## config.mk

```make
export PLATFORM = sky130hd
export DESIGN_NAME = wdr_top
export DESIGN_NICKNAME = d
export VERILOG_FILES = /design/src/hw/wdr_pkg.sv /design/src/hw/wdr_top.sv
export SDC_FILE = /design/constraint.sdc
export NUM_CORES = 1
export LEC_CHECK = 0
export BUFFER_PORTS_ARGS = -buffer_cell sky130_fd_sc_hd__buf_2
export CAP_MARGIN = 25
export CORE_MARGIN = 2
export CORE_UTILIZATION = 41
export DETAILED_ROUTE_END_ITERATION = 8
export MAX_ROUTING_LAYER = met4
export PLACE_DENSITY = 0.68
export RECOVER_POWER = 100
export SLEW_MARGIN = 30
export SYNTH_ARGS = -nofsm -noshare
export SYNTH_HDL_FRONTEND = slang
export SYNTH_SLANG_ARGS = --single-unit
```

## constraint.sdc

```tcl
create_clock -name mclk_in -period 4.5 [get_ports mclk_in]
set_clock_uncertainty 0.2 [all_clocks]
set_input_delay 0 -clock mclk_in [delete_from_list [all_inputs] [get_ports mclk_in]]
set_output_delay 0 -clock mclk_in [all_outputs]
set_load 0.02 [all_outputs]
```

## src/hw/wdr_pkg.sv

```systemverilog
// package: register map, field positions and timing constants of the watchdog reset timer
package wdr_pkg;
   // ****************************************
   // register map (wishbone byte addresses, index times four)
   // ****************************************
   localparam logic [15:0] CTRL_STATUS_IDX = 16'hffbe;
   localparam logic [15:0] COUNTER_IDX     = 16'hffbf;
   localparam logic [15:0] IRQ_STATUS_IDX  = 16'hffc0;
   localparam logic [15:0] IRQ_MASK_IDX    = 16'hffc1;
   localparam logic [17:0] CTRL_STATUS_ADR = {CTRL_STATUS_IDX, 2'b00};
   localparam logic [17:0] COUNTER_ADR     = {COUNTER_IDX, 2'b00};
   localparam logic [17:0] IRQ_STATUS_ADR  = {IRQ_STATUS_IDX, 2'b00};
   localparam logic [17:0] IRQ_MASK_ADR    = {IRQ_MASK_IDX, 2'b00};

   // ****************************************
   // control/status fields
   // ****************************************
   localparam int COUNTER_ENABLE_GUARD_BIT = 7;
   localparam int COUNTER_WRITE_ENABLE_BIT = 6;
   localparam int CONTROL_ENABLE_GUARD_BIT = 5;
   localparam int CONTROL_WRITE_ENABLE_BIT = 4;
   localparam int RUN_GUARD_BIT            = 3;
   localparam int WATCHDOG_RUN_BIT         = 2;
   localparam int FLAG_GUARD_BIT           = 1;
   localparam int WATCHDOG_RESET_FLAG_BIT  = 0;
   localparam logic [7:0] CTRL_STATUS_RESET = 8'haa;
   localparam logic [7:0] COUNTER_RESET     = 8'h00;
   localparam logic [7:0] COUNTER_MAX       = 8'hff;

   // irq status bits: 0 = counter tick, 1 = overflow
   localparam int IRQ_TICK_BIT     = 0;
   localparam int IRQ_OVERFLOW_BIT = 1;

   // ****************************************
   // timing
   // ****************************************
   localparam int PRESCALE_DIV      = 8192;
   localparam int CHIP_RESET_CYCLES = 512;
endpackage

```

## src/hw/wdr_top.sv

```systemverilog
// module: watchdog reset timer with wishbone register slave
//
// The implementer's own choice: the Wishbone interface to the registers.
`timescale 1ns/10ps
`default_nettype none
module wdr_top #(
   parameter int PRESCALE    = wdr_pkg::PRESCALE_DIV,
   parameter int RESET_HOLD  = wdr_pkg::CHIP_RESET_CYCLES
) (
   input  wire logic        mclk_in,
   input  wire logic        rst_in,
   input  wire logic        wb_cyc_in,
   input  wire logic        wb_stb_in,
   input  wire logic        wb_we_in,
   input  wire logic [17:0] wb_adr_in,
   input  wire logic [31:0] wb_dat_in,
   input  wire logic [3:0]  wb_sel_in,
   output logic      [31:0] wb_dat_out,
   output logic             wb_ack_out,
   output logic             wb_err_out,
   output logic             chip_reset_out,
   output logic             irq_out
);
   // ****************************************
   // state
   // ****************************************
   logic        counter_write_enable;
   logic        control_write_enable;
   logic        watchdog_run;
   logic        watchdog_reset_flag;
   logic [7:0]  watchdog_counter;
   logic [12:0] prescale_cnt;
   logic        tick;
   logic [9:0]  hold_cnt;
   logic [1:0]  irq_status;
   logic [1:0]  irq_mask;
   logic        core_rst;
   logic        overflow;

   // rst_in is the external pin reset; the chip reset we drive out also resets
   // our own control state, but never the flag
   assign core_rst = rst_in || chip_reset_out;

   // ****************************************
   // bus decode
   // ****************************************
   logic req;
   logic wr_lane0;
   logic hit_cs;
   logic hit_cnt;
   logic hit_ist;
   logic hit_imk;
   logic [7:0] wd;

   assign req      = wb_cyc_in && wb_stb_in && !wb_ack_out && !wb_err_out;
   assign hit_cs   = wb_adr_in == wdr_pkg::CTRL_STATUS_ADR;
   assign hit_cnt  = wb_adr_in == wdr_pkg::COUNTER_ADR;
   assign hit_ist  = wb_adr_in == wdr_pkg::IRQ_STATUS_ADR;
   assign hit_imk  = wb_adr_in == wdr_pkg::IRQ_MASK_ADR;
   assign wr_lane0 = req && wb_we_in && wb_sel_in[0];
   assign wd       = wb_dat_in[7:0];

   // ****************************************
   // prescaler: one tick pulse every PRESCALE clocks
   // ****************************************
   always_ff @(posedge mclk_in) begin
      if (core_rst || !watchdog_run) begin
         prescale_cnt <= '0;
         tick         <= 1'b0;
      end else if (prescale_cnt == 13'(PRESCALE - 1)) begin
         prescale_cnt <= '0;
         tick         <= 1'b1;
      end else begin
         prescale_cnt <= prescale_cnt + 13'h0001;
         tick         <= 1'b0;
      end
   end

   assign overflow = tick && watchdog_run && watchdog_counter == wdr_pkg::COUNTER_MAX
                     && !(wr_lane0 && hit_cnt && counter_write_enable);

   // ****************************************
   // counter
   // ****************************************
   always_ff @(posedge mclk_in) begin
      if (core_rst) begin
         watchdog_counter <= wdr_pkg::COUNTER_RESET;
      end else if (wr_lane0 && hit_cnt && counter_write_enable) begin
         // a load wins over a coincident tick; counting goes on from it
         watchdog_counter <= wd;
      end else if (tick && watchdog_run) begin
         watchdog_counter <= watchdog_counter + 8'h01;
      end
   end

   // ****************************************
   // protected control bits
   // ****************************************
   always_ff @(posedge mclk_in) begin
      if (core_rst) begin
         counter_write_enable <= 1'b0;
         control_write_enable <= 1'b0;
         watchdog_run         <= 1'b0;
      end else if (wr_lane0 && hit_cs) begin
         if (!wd[wdr_pkg::COUNTER_ENABLE_GUARD_BIT]) begin
            counter_write_enable <= wd[wdr_pkg::COUNTER_WRITE_ENABLE_BIT];
         end
         if (!wd[wdr_pkg::CONTROL_ENABLE_GUARD_BIT]) begin
            control_write_enable <= wd[wdr_pkg::CONTROL_WRITE_ENABLE_BIT];
         end
         // uses the enable as it stood before this write, so starting needs two writes
         if (control_write_enable && !wd[wdr_pkg::RUN_GUARD_BIT]) begin
            watchdog_run <= wd[wdr_pkg::WATCHDOG_RUN_BIT];
         end
      end
   end

   // flag is cleared by the pin reset or a control write with control enable set, not by the chip reset it caused
   always_ff @(posedge mclk_in) begin
      if (rst_in) begin
         watchdog_reset_flag <= 1'b0;
      end else if (overflow) begin
         watchdog_reset_flag <= 1'b1;
      end else if (wr_lane0 && hit_cs && control_write_enable
                   && !wd[wdr_pkg::FLAG_GUARD_BIT] && !wd[wdr_pkg::WATCHDOG_RESET_FLAG_BIT]) begin
         watchdog_reset_flag <= 1'b0;
      end
   end

   // ****************************************
   // chip reset pulse; the oscillator clock is taken to be mclk_in
   // ****************************************
   always_ff @(posedge mclk_in) begin
      if (rst_in) begin
         hold_cnt       <= '0;
         chip_reset_out <= 1'b0;
      end else if (overflow) begin
         hold_cnt       <= 10'(RESET_HOLD - 1);
         chip_reset_out <= 1'b1;
      end else if (hold_cnt != 10'h000) begin
         hold_cnt <= hold_cnt - 10'h001;
      end else begin
         chip_reset_out <= 1'b0;
      end
   end

   // ****************************************
   // interrupts: sticky, cleared by reading status; set wins over clear
   // ****************************************
   always_ff @(posedge mclk_in) begin
      if (rst_in) begin
         irq_status <= '0;
      end else begin
         irq_status <= (req && !wb_we_in && hit_ist) ? 2'b00 : irq_status;
         if (tick && watchdog_run) begin
            irq_status[wdr_pkg::IRQ_TICK_BIT] <= 1'b1;
         end
         if (overflow) begin
            irq_status[wdr_pkg::IRQ_OVERFLOW_BIT] <= 1'b1;
         end
      end
   end

   always_ff @(posedge mclk_in) begin
      if (rst_in) begin
         irq_mask <= '0;
      end else if (wr_lane0 && hit_imk) begin
         irq_mask <= wd[1:0];
      end
   end

   always_ff @(posedge mclk_in) begin
      if (rst_in) begin
         irq_out <= 1'b0;
      end else begin
         irq_out <= |(irq_status & irq_mask);
      end
   end

   // ****************************************
   // bus answer: one wait-free ack (err for an unmapped address) the cycle after the request
   // ****************************************
   logic [7:0] cs_read;
   logic       hit_any;

   assign hit_any = hit_cs || hit_cnt || hit_ist || hit_imk;
   // guard bits always read as one
   assign cs_read = {1'b1, counter_write_enable, 1'b1, control_write_enable,
                     1'b1, watchdog_run, 1'b1, watchdog_reset_flag};

   always_ff @(posedge mclk_in) begin
      if (rst_in) begin
         wb_ack_out <= 1'b0;
         wb_err_out <= 1'b0;
         wb_dat_out <= '0;
      end else begin
         wb_ack_out <= req && hit_any;
         wb_err_out <= req && !hit_any;
         wb_dat_out <= '0;
         if (req && !wb_we_in) begin
            if (hit_cs) begin
               wb_dat_out <= {24'h000000, cs_read};
            end else if (hit_cnt) begin
               wb_dat_out <= {24'h000000, watchdog_counter};
            end else if (hit_ist) begin
               wb_dat_out <= {30'h00000000, irq_status};
            end else if (hit_imk) begin
               wb_dat_out <= {30'h00000000, irq_mask};
            end
         end
      end
   end
endmodule
`default_nettype wire

```

## After elaboration in Yosys (flattened, before gate mapping)

Cells that the tools add are included.

- Multiplexer cells: 16
- Bitwise operators: 4
- Equality and inequality tests: 7
- Reduce and logical (&&, ||, !) cells: 48
- $add $sub $neg: 3

Operators with widths:

| operator | count |
|---|---|
| $eq 18x18->1 const B | 4 |
| $mux 8 | 4 |
| $logic_and 1x1->1 | 20 |
| $mux 9 | 2 |
| $add 13x1->13 const B | 1 |
| $eq 13x13->1 const B | 1 |
| $reduce_bool 10->1 | 1 |
| $reduce_bool 2->1 | 5 |
| $sub 10x1->10 const B | 1 |
| $logic_not 1->1 | 9 |
| $add 8x1->8 const B | 1 |
| $eq 8x8->1 const B | 1 |
| $reduce_or 2->1 | 4 |
| $mux 1 | 7 |
| $mux 2 | 3 |
| $reduce_and 2->1 | 3 |
| $logic_or 1x1->1 | 5 |
| $reduce_or 5->1 | 1 |
| $not 1->1 | 3 |
| $and 2x2->2 | 1 |
| $ne 2x2->1 const B | 1 |

- Register bits after elaboration: 76
- Logic and storage cells: 96
- Input bits: 59
- Output and inout bits: 36

## Longest topological paths before layout

- Depth in word-level cells: 11
- Mapped depth: 6
- Mapped depth without buffers: 6

## Worst setup path after synthesis

OpenSTA, ideal clock, no wires.

- Path kind: register to register
- Start point: register wb_err_out
- End point: register watchdog_counter[4]
- Stages on the path, launching flop included: 6
- Arrival time: 1.518 ns
- Setup time: 0.129 ns
- Path slack: 2.653 ns
- Data required time: 4.171 ns
- Buffers on the path: 1
- Clock period less this slack: 1.847 ns
- Cell sequence: dfxtp_1 nand4bb_1 or4_1 clkbuf_1 o31ai_1 a21oi_1

- Word-level cells in the longest chain between the ends: 7
- Elaborated cells on any way between the ends: 8
- Those cells by class: mux (1); reduce/logical (7)

Ends and longest elaborated chain:

| what | RTL line | text |
|---|---|---|
| from (decl) | wdr_top.sv:20 | `output logic wb_err_out,` |
| from (signal assigned) | wdr_top.sv:198 | `wb_err_out <= req && !hit_any;` |
| $logic_not 1->1 (*) | wdr_top.sv:55 | `assign req = wb_cyc_in && wb_stb_in && !wb_ack_out && !wb_err_out;` |
| $logic_and 1x1->1 (*) | wdr_top.sv:55 |  |
| $logic_and 1x1->1 (*) (2 in a row) | wdr_top.sv:60 | `assign wr_lane0 = req && wb_we_in && wb_sel_in[0];` |
| $logic_and 1x1->1 (*) (2 in a row) | wdr_top.sv:88 | `end else if (wr_lane0 && hit_cnt && counter_write_enable) begin` |
| $mux 8 or $reduce_bool 2->1 (tied branches) | - |  |
| to (signal assigned) | wdr_top.sv:87 | `watchdog_counter <= wdr_pkg::COUNTER_RESET;` |
| to (signal assigned) | wdr_top.sv:90 | `watchdog_counter <= wd;` |
| to (signal assigned) | wdr_top.sv:92 | `watchdog_counter <= watchdog_counter + 8'h01;` |
| to (decl) | wdr_top.sv:31 | `logic [7:0] watchdog_counter;` |

Mark *: on every way between the ends. The rest lies on a longest branch, timed or not.
A chain may end at the register's enable or synchronous reset.

## Worst setup path after layout

- Start point: input wb_adr_in[16]
- End point: register wb_dat_out[0]

- Word-level cells in the longest chain between the ends: 5
- Elaborated cells on any way between the ends: 8
- Those cells by class: eq/ne (4); mux (4)

Ends and longest elaborated chain:

| what | RTL line | text |
|---|---|---|
| from (decl) | wdr_top.sv:15 | `input wire logic [17:0] wb_adr_in,` |
| $eq 18x18->1 | wdr_top.sv:59 | `assign hit_imk = wb_adr_in == wdr_pkg::IRQ_MASK_ADR;` |
| $mux 2 | wdr_top.sv:207 | `end else if (hit_imk) begin` |
| $mux 2 | wdr_top.sv:205 | `end else if (hit_ist) begin` |
| $mux 8 | wdr_top.sv:203 | `end else if (hit_cnt) begin` |
| $mux 8 (*) | wdr_top.sv:201 | `if (hit_cs) begin` |
| to (signal assigned) | wdr_top.sv:202 | `wb_dat_out <= {24'h000000, cs_read};` |
| to (signal assigned) | wdr_top.sv:204 | `wb_dat_out <= {24'h000000, watchdog_counter};` |
| to (signal assigned) | wdr_top.sv:206 | `wb_dat_out <= {30'h00000000, irq_status};` |
| to (decl) | wdr_top.sv:18 | `output logic [31:0] wb_dat_out,` |

Marked as above.

==> impl_results.rst <==
.. list-table::
   :header-rows: 1

   * - Metric
     - Value
   * - Count of nets after finishing
     - about 440
   * - Share of final-layout standard cells stronger than drive strength 1
     - 0.1220
   * - WL final
     - just under 6 mm
   * - Top cells by area in the synthesized netlist
     - sky130_fd_sc_hd__dfxtp_1, sky130_fd_sc_hd__buf_4, sky130_fd_sc_hd__a21oi_1, sky130_fd_sc_hd__xnor2_1, sky130_fd_sc_hd__mux2i_1
   * - Largest area contributor in the netlist
     - sky130_fd_sc_hd__dfxtp_1
   * - Grt ovf
     - 0
   * - Core Box Area
     - around 0.0064 mm2
   * - Cell at the root of the clock tree
     - sky130_fd_sc_hd__clkbuf_8
   * - Clock latency on the worst-skew pair
     - between 0.3 and 0.4 ns
   * - Unrepaired setup endpoints after global routing
     - no
   * - Worst reg2reg endpoint
     - irq_mask[1]
   * - Class of the tightest hold or removal check
     - primary input to register
   * - Syn Area/Cell
     - a little under 9 um2
   * - TritonCTS clock tree
     - yes
   * - Die height
     - roughly 85 um
   * - Reg clk slew, reported paths
     - 0.09 ns
   * - Peak fanout along the critical path
     - 6
   * - DRT antenna net count
     - 0
   * - Min-delay src
     - wb_adr_in[7]
   * - Worst path required time
     - approximately 4.6 ns
   * - Antenna violations before repair
     - 0
   * - Worst R2R Start
     - wb_err_out
   * - Count of max-cap constraint violations
     - 0
   * - Number of hold-slack violations in the final timing report
     - 0
   * - Die ar.
     - between 0.007 and 0.008 mm2
   * - Worst slew margin
     - 0.3433
   * - Floorplan row count
     - 29
   * - Wire length per cell
     - 12.95 um
   * - CTS max path bufs
     - 2
   * - Via/cell ratio
     - between 5 and 6
   * - WHS Endpoint
     - irq_status[1]
   * - Total Neg Setup Slack
     - 0 ns
   * - Setup slack of the worst register-to-register path
     - 1.91 ns
   * - Share of the synthesized area in the top cell type
     - 0.3836
   * - Maximum frequency from static timing analysis
     - just over 0.3 GHz
   * - FF-to-FF path depth
     - 6
   * - Number of synthesized register bits
     - between 50 and 60
   * - Total via count in the routed design
     - between 2,000 and 2,500
   * - Cell count after synthesis
     - roughly 310
   * - Maximum number of pins on one net before global-route repair
     - 23
   * - Primary flip-flop cell chosen by synthesis mapping
     - sky130_fd_sc_hd__dfxtp_1
   * - H-tree lvl count
     - 2
   * - Pre-CTS WS
     - approximately 2.5 ns
   * - Pre-antenna DRT Iters
     - 4
   * - Starting density of the core
     - 0.4250
   * - Period utilisation layout
     - 0.7367
   * - Crit path capture type
     - register
   * - Type of the worst setup path
     - primary input to register
   * - Layout overhead on the synthesized area
     - 20.33%
   * - Detailed-placement wirelength estimate
     - ~4 mm
   * - Diode count
     - 0
   * - Ports placed on the boundary
     - 95
   * - Worst-case vdd ir drop
     - about 230 uV
   * - Final setup violation count
     - 0
   * - Kind of start point of the critical path
     - primary input
   * - 1st-iter DRT viols
     - slightly above 100
   * - Count of flip-flops with a built-in enable after synthesis
     - 0
   * - All-layer global routing usage
     - 0.1686
   * - Via count of the first global-routing pass
     - 2,285
   * - Number of CTS-inserted buffers
     - 5
   * - Clk sinks
     - 52
   * - Width of the die
     - about 85 um
   * - Final number of max-transition violations
     - 0
   * - Proportion of synthesized chip area in sequential cells
     - 0.3836
   * - Netlist area before placement
     - 0.002714 mm2
   * - Status
     - finished, final reports clean
   * - Count of filler cells inserted in the layout
     - roughly 620
   * - Post-CTS setup-driven buffer insertion count
     - 0
   * - Fraction of registers with async set or reset after synthesis
     - 0
   * - Cell variety after synth
     - 49
   * - Number of cells traversed by the worst hold path
     - 5
   * - Leakage power of the design
     - 1.172 nW
   * - Residual DRC count
     - 0
   * - Count of warnings emitted by yosys
     - 0
   * - Transition at the pin with the smallest max-transition slack
     - 0.9850 ns
   * - Final WS setup
     - roughly 1.2 ns
   * - # port buffers
     - 43
   * - Final Wtd Congestion
     - ~0.81
   * - Areal power density over the cells
     - 351.7 mW/mm2
   * - Fin crit period
     - 3.315 ns
   * - First-pass GRT wire length
     - 9.894 mm
   * - Arrival time worst endpoint
     - between 3 and 4 ns
-- area by class of cell --
cell class | count | area [um2] | share of cell area
multi-input cells | 242 | 1516 | 0.4644
flip-flops and latches | 52 | 1041 | 0.3188
repair buffers | 72 | 485.5 | 0.1487
well taps | 77 | 96.34 | 0.02950
clock buffers | 5 | 68.82 | 0.02107
clock inverters | 3 | 46.29 | 0.01418
inverters | 3 | 11.26 | 0.003448
-- sequential cells by signal, summed over array words and instances, names as in the netlist, 2 cells and up --
register / cells
irq_status: 2
wb_dat_out: 8
prescale_cnt: 13
hold_cnt: 10
watchdog_counter: 8
irq_mask: 2
-- kinds of logic after synthesis --
kind of cell / count (synthesis) / synth area share
simple gates: 134 / 0.2923
flops: 52 / 0.3836
compound gates: 48 / 0.1079
buf+inv: 35 / 0.08760
xor+xnor: 21 / 0.06777
mux: 12 / 0.04564
fa+ha+maj: 3 / 0.01383
other cells: 1 / 0.001382
-- routing by layer --
layer  routed length, um  vias to the layer above  global-route usage  share of wire
met5                   0                        -                   -              0
met4                  46                        0             0.04040         0.0078
met3                 353                        6             0.03016          0.060
met2                2828                       90              0.2983           0.48
met1                2653                     1067              0.1978           0.45
li1                    -                     1203                   -              -
-- layout by cell type, fill, tap and decap left out, types with 11 or more instances in the layout --
master,instances
sky130_fd_sc_hd__dfxtp_1,52
sky130_fd_sc_hd__nand3_1,15
sky130_fd_sc_hd__xnor2_1,11
sky130_fd_sc_hd__nand2_1,19
sky130_fd_sc_hd__conb_1,24
sky130_fd_sc_hd__clkbuf_1,16
sky130_fd_sc_hd__buf_2,27
sky130_fd_sc_hd__nand4_1,12
sky130_fd_sc_hd__nor3_1,14
sky130_fd_sc_hd__a21oi_1,21
sky130_fd_sc_hd__dlygate4sd3_1,29
sky130_fd_sc_hd__nor2_1,24
-- per-stage QoR --
stage	total power, W	util	cells	area [um2]	hold slack (ns)
6_report	0.001148	0.5114	454	3266	0.01720
5_1_grt	0.001219	0.5114	454	3266	0.05772
4_1_cts	0.001161	0.5153	454	3291	0.001456
3_5_place_dp	0.0008163	0.4518	417	2885	0.07259
3_3_place_gp	0.0008113	0.4518	417	2885	0.07538
2_1_floorplan	0.0007771	-	329	2800	-0.05790
-- critical path: stages --
cell	delay, ns
sky130_fd_sc_hd__dlygate4sd3_1	0.54
sky130_fd_sc_hd__clkbuf_1	0.12
sky130_fd_sc_hd__nand4_1	0.15
sky130_fd_sc_hd__dlygate4sd3_1	0.60
sky130_fd_sc_hd__nor3_1	0.47
sky130_fd_sc_hd__nand3_1	0.11
sky130_fd_sc_hd__dlygate4sd3_1	0.59
sky130_fd_sc_hd__a211oi_1	0.23
sky130_fd_sc_hd__dlygate4sd3_1	0.56
-- worst max path at each step --
stage	from	slack (ns)	cells after the start	to
global route	wb_adr_in[16]	0.89	9	wb_dat_out[0]
global placement	wb_err_out	2.54	4	watchdog_counter[5]
finish	wb_adr_in[16]	1.18	9	wb_dat_out[0]
floorplan	wb_err_out	2.65	5	watchdog_counter[4]
CTS	wb_adr_in[16]	1.45	9	wb_dat_out[0]
detailed placement	wb_ack_out	2.53	4	watchdog_counter[7]
-- synth_stat cells (3+ instances only) --
cell type and number:
sky130_fd_sc_hd__o21ai_0 3, sky130_fd_sc_hd__and4_1 4, sky130_fd_sc_hd__inv_1 3, sky130_fd_sc_hd__mux2i_1 9
sky130_fd_sc_hd__a211oi_1 7, sky130_fd_sc_hd__o31ai_1 4, sky130_fd_sc_hd__nor4_1 3, sky130_fd_sc_hd__o21a_1 3
sky130_fd_sc_hd__clkbuf_1 5, sky130_fd_sc_hd__dfxtp_1 52, sky130_fd_sc_hd__nand2b_1 7, sky130_fd_sc_hd__nand2_1 19
sky130_fd_sc_hd__nor3_1 13, sky130_fd_sc_hd__nand4_1 12, sky130_fd_sc_hd__a31oi_1 3, sky130_fd_sc_hd__xnor2_1 11
sky130_fd_sc_hd__nor2_1 24, sky130_fd_sc_hd__nand3_1 15, sky130_fd_sc_hd__a21oi_1 21, sky130_fd_sc_hd__mux2_2 3
sky130_fd_sc_hd__nand4b_1 3, sky130_fd_sc_hd__and3_1 4, sky130_fd_sc_hd__xor2_1 10, sky130_fd_sc_hd__or3_1 7
sky130_fd_sc_hd__ha_1 3, sky130_fd_sc_hd__o21ai_1 3, sky130_fd_sc_hd__buf_4 24
-- power breakdown --
| part | internal [W] | total [W] | switching, W |
|---|---|---|---|
| combinational | 0.000146 | 0.000296 | 0.000150 |
| sequential | 0.000491 | 0.000524 | 0.0000328 |
| clock | 0.000168 | 0.000329 | 0.000161 |
-- repair_timing --
| item | in CTS | in global routing |
|---|---|---|
| gates resized for setup | 0 | 0 |
| endpoints found under the hold margin | 34 | 0 |
| hold buffers | 29 | 0 |
No activity file was read; power rests on OpenSTA's default activity.
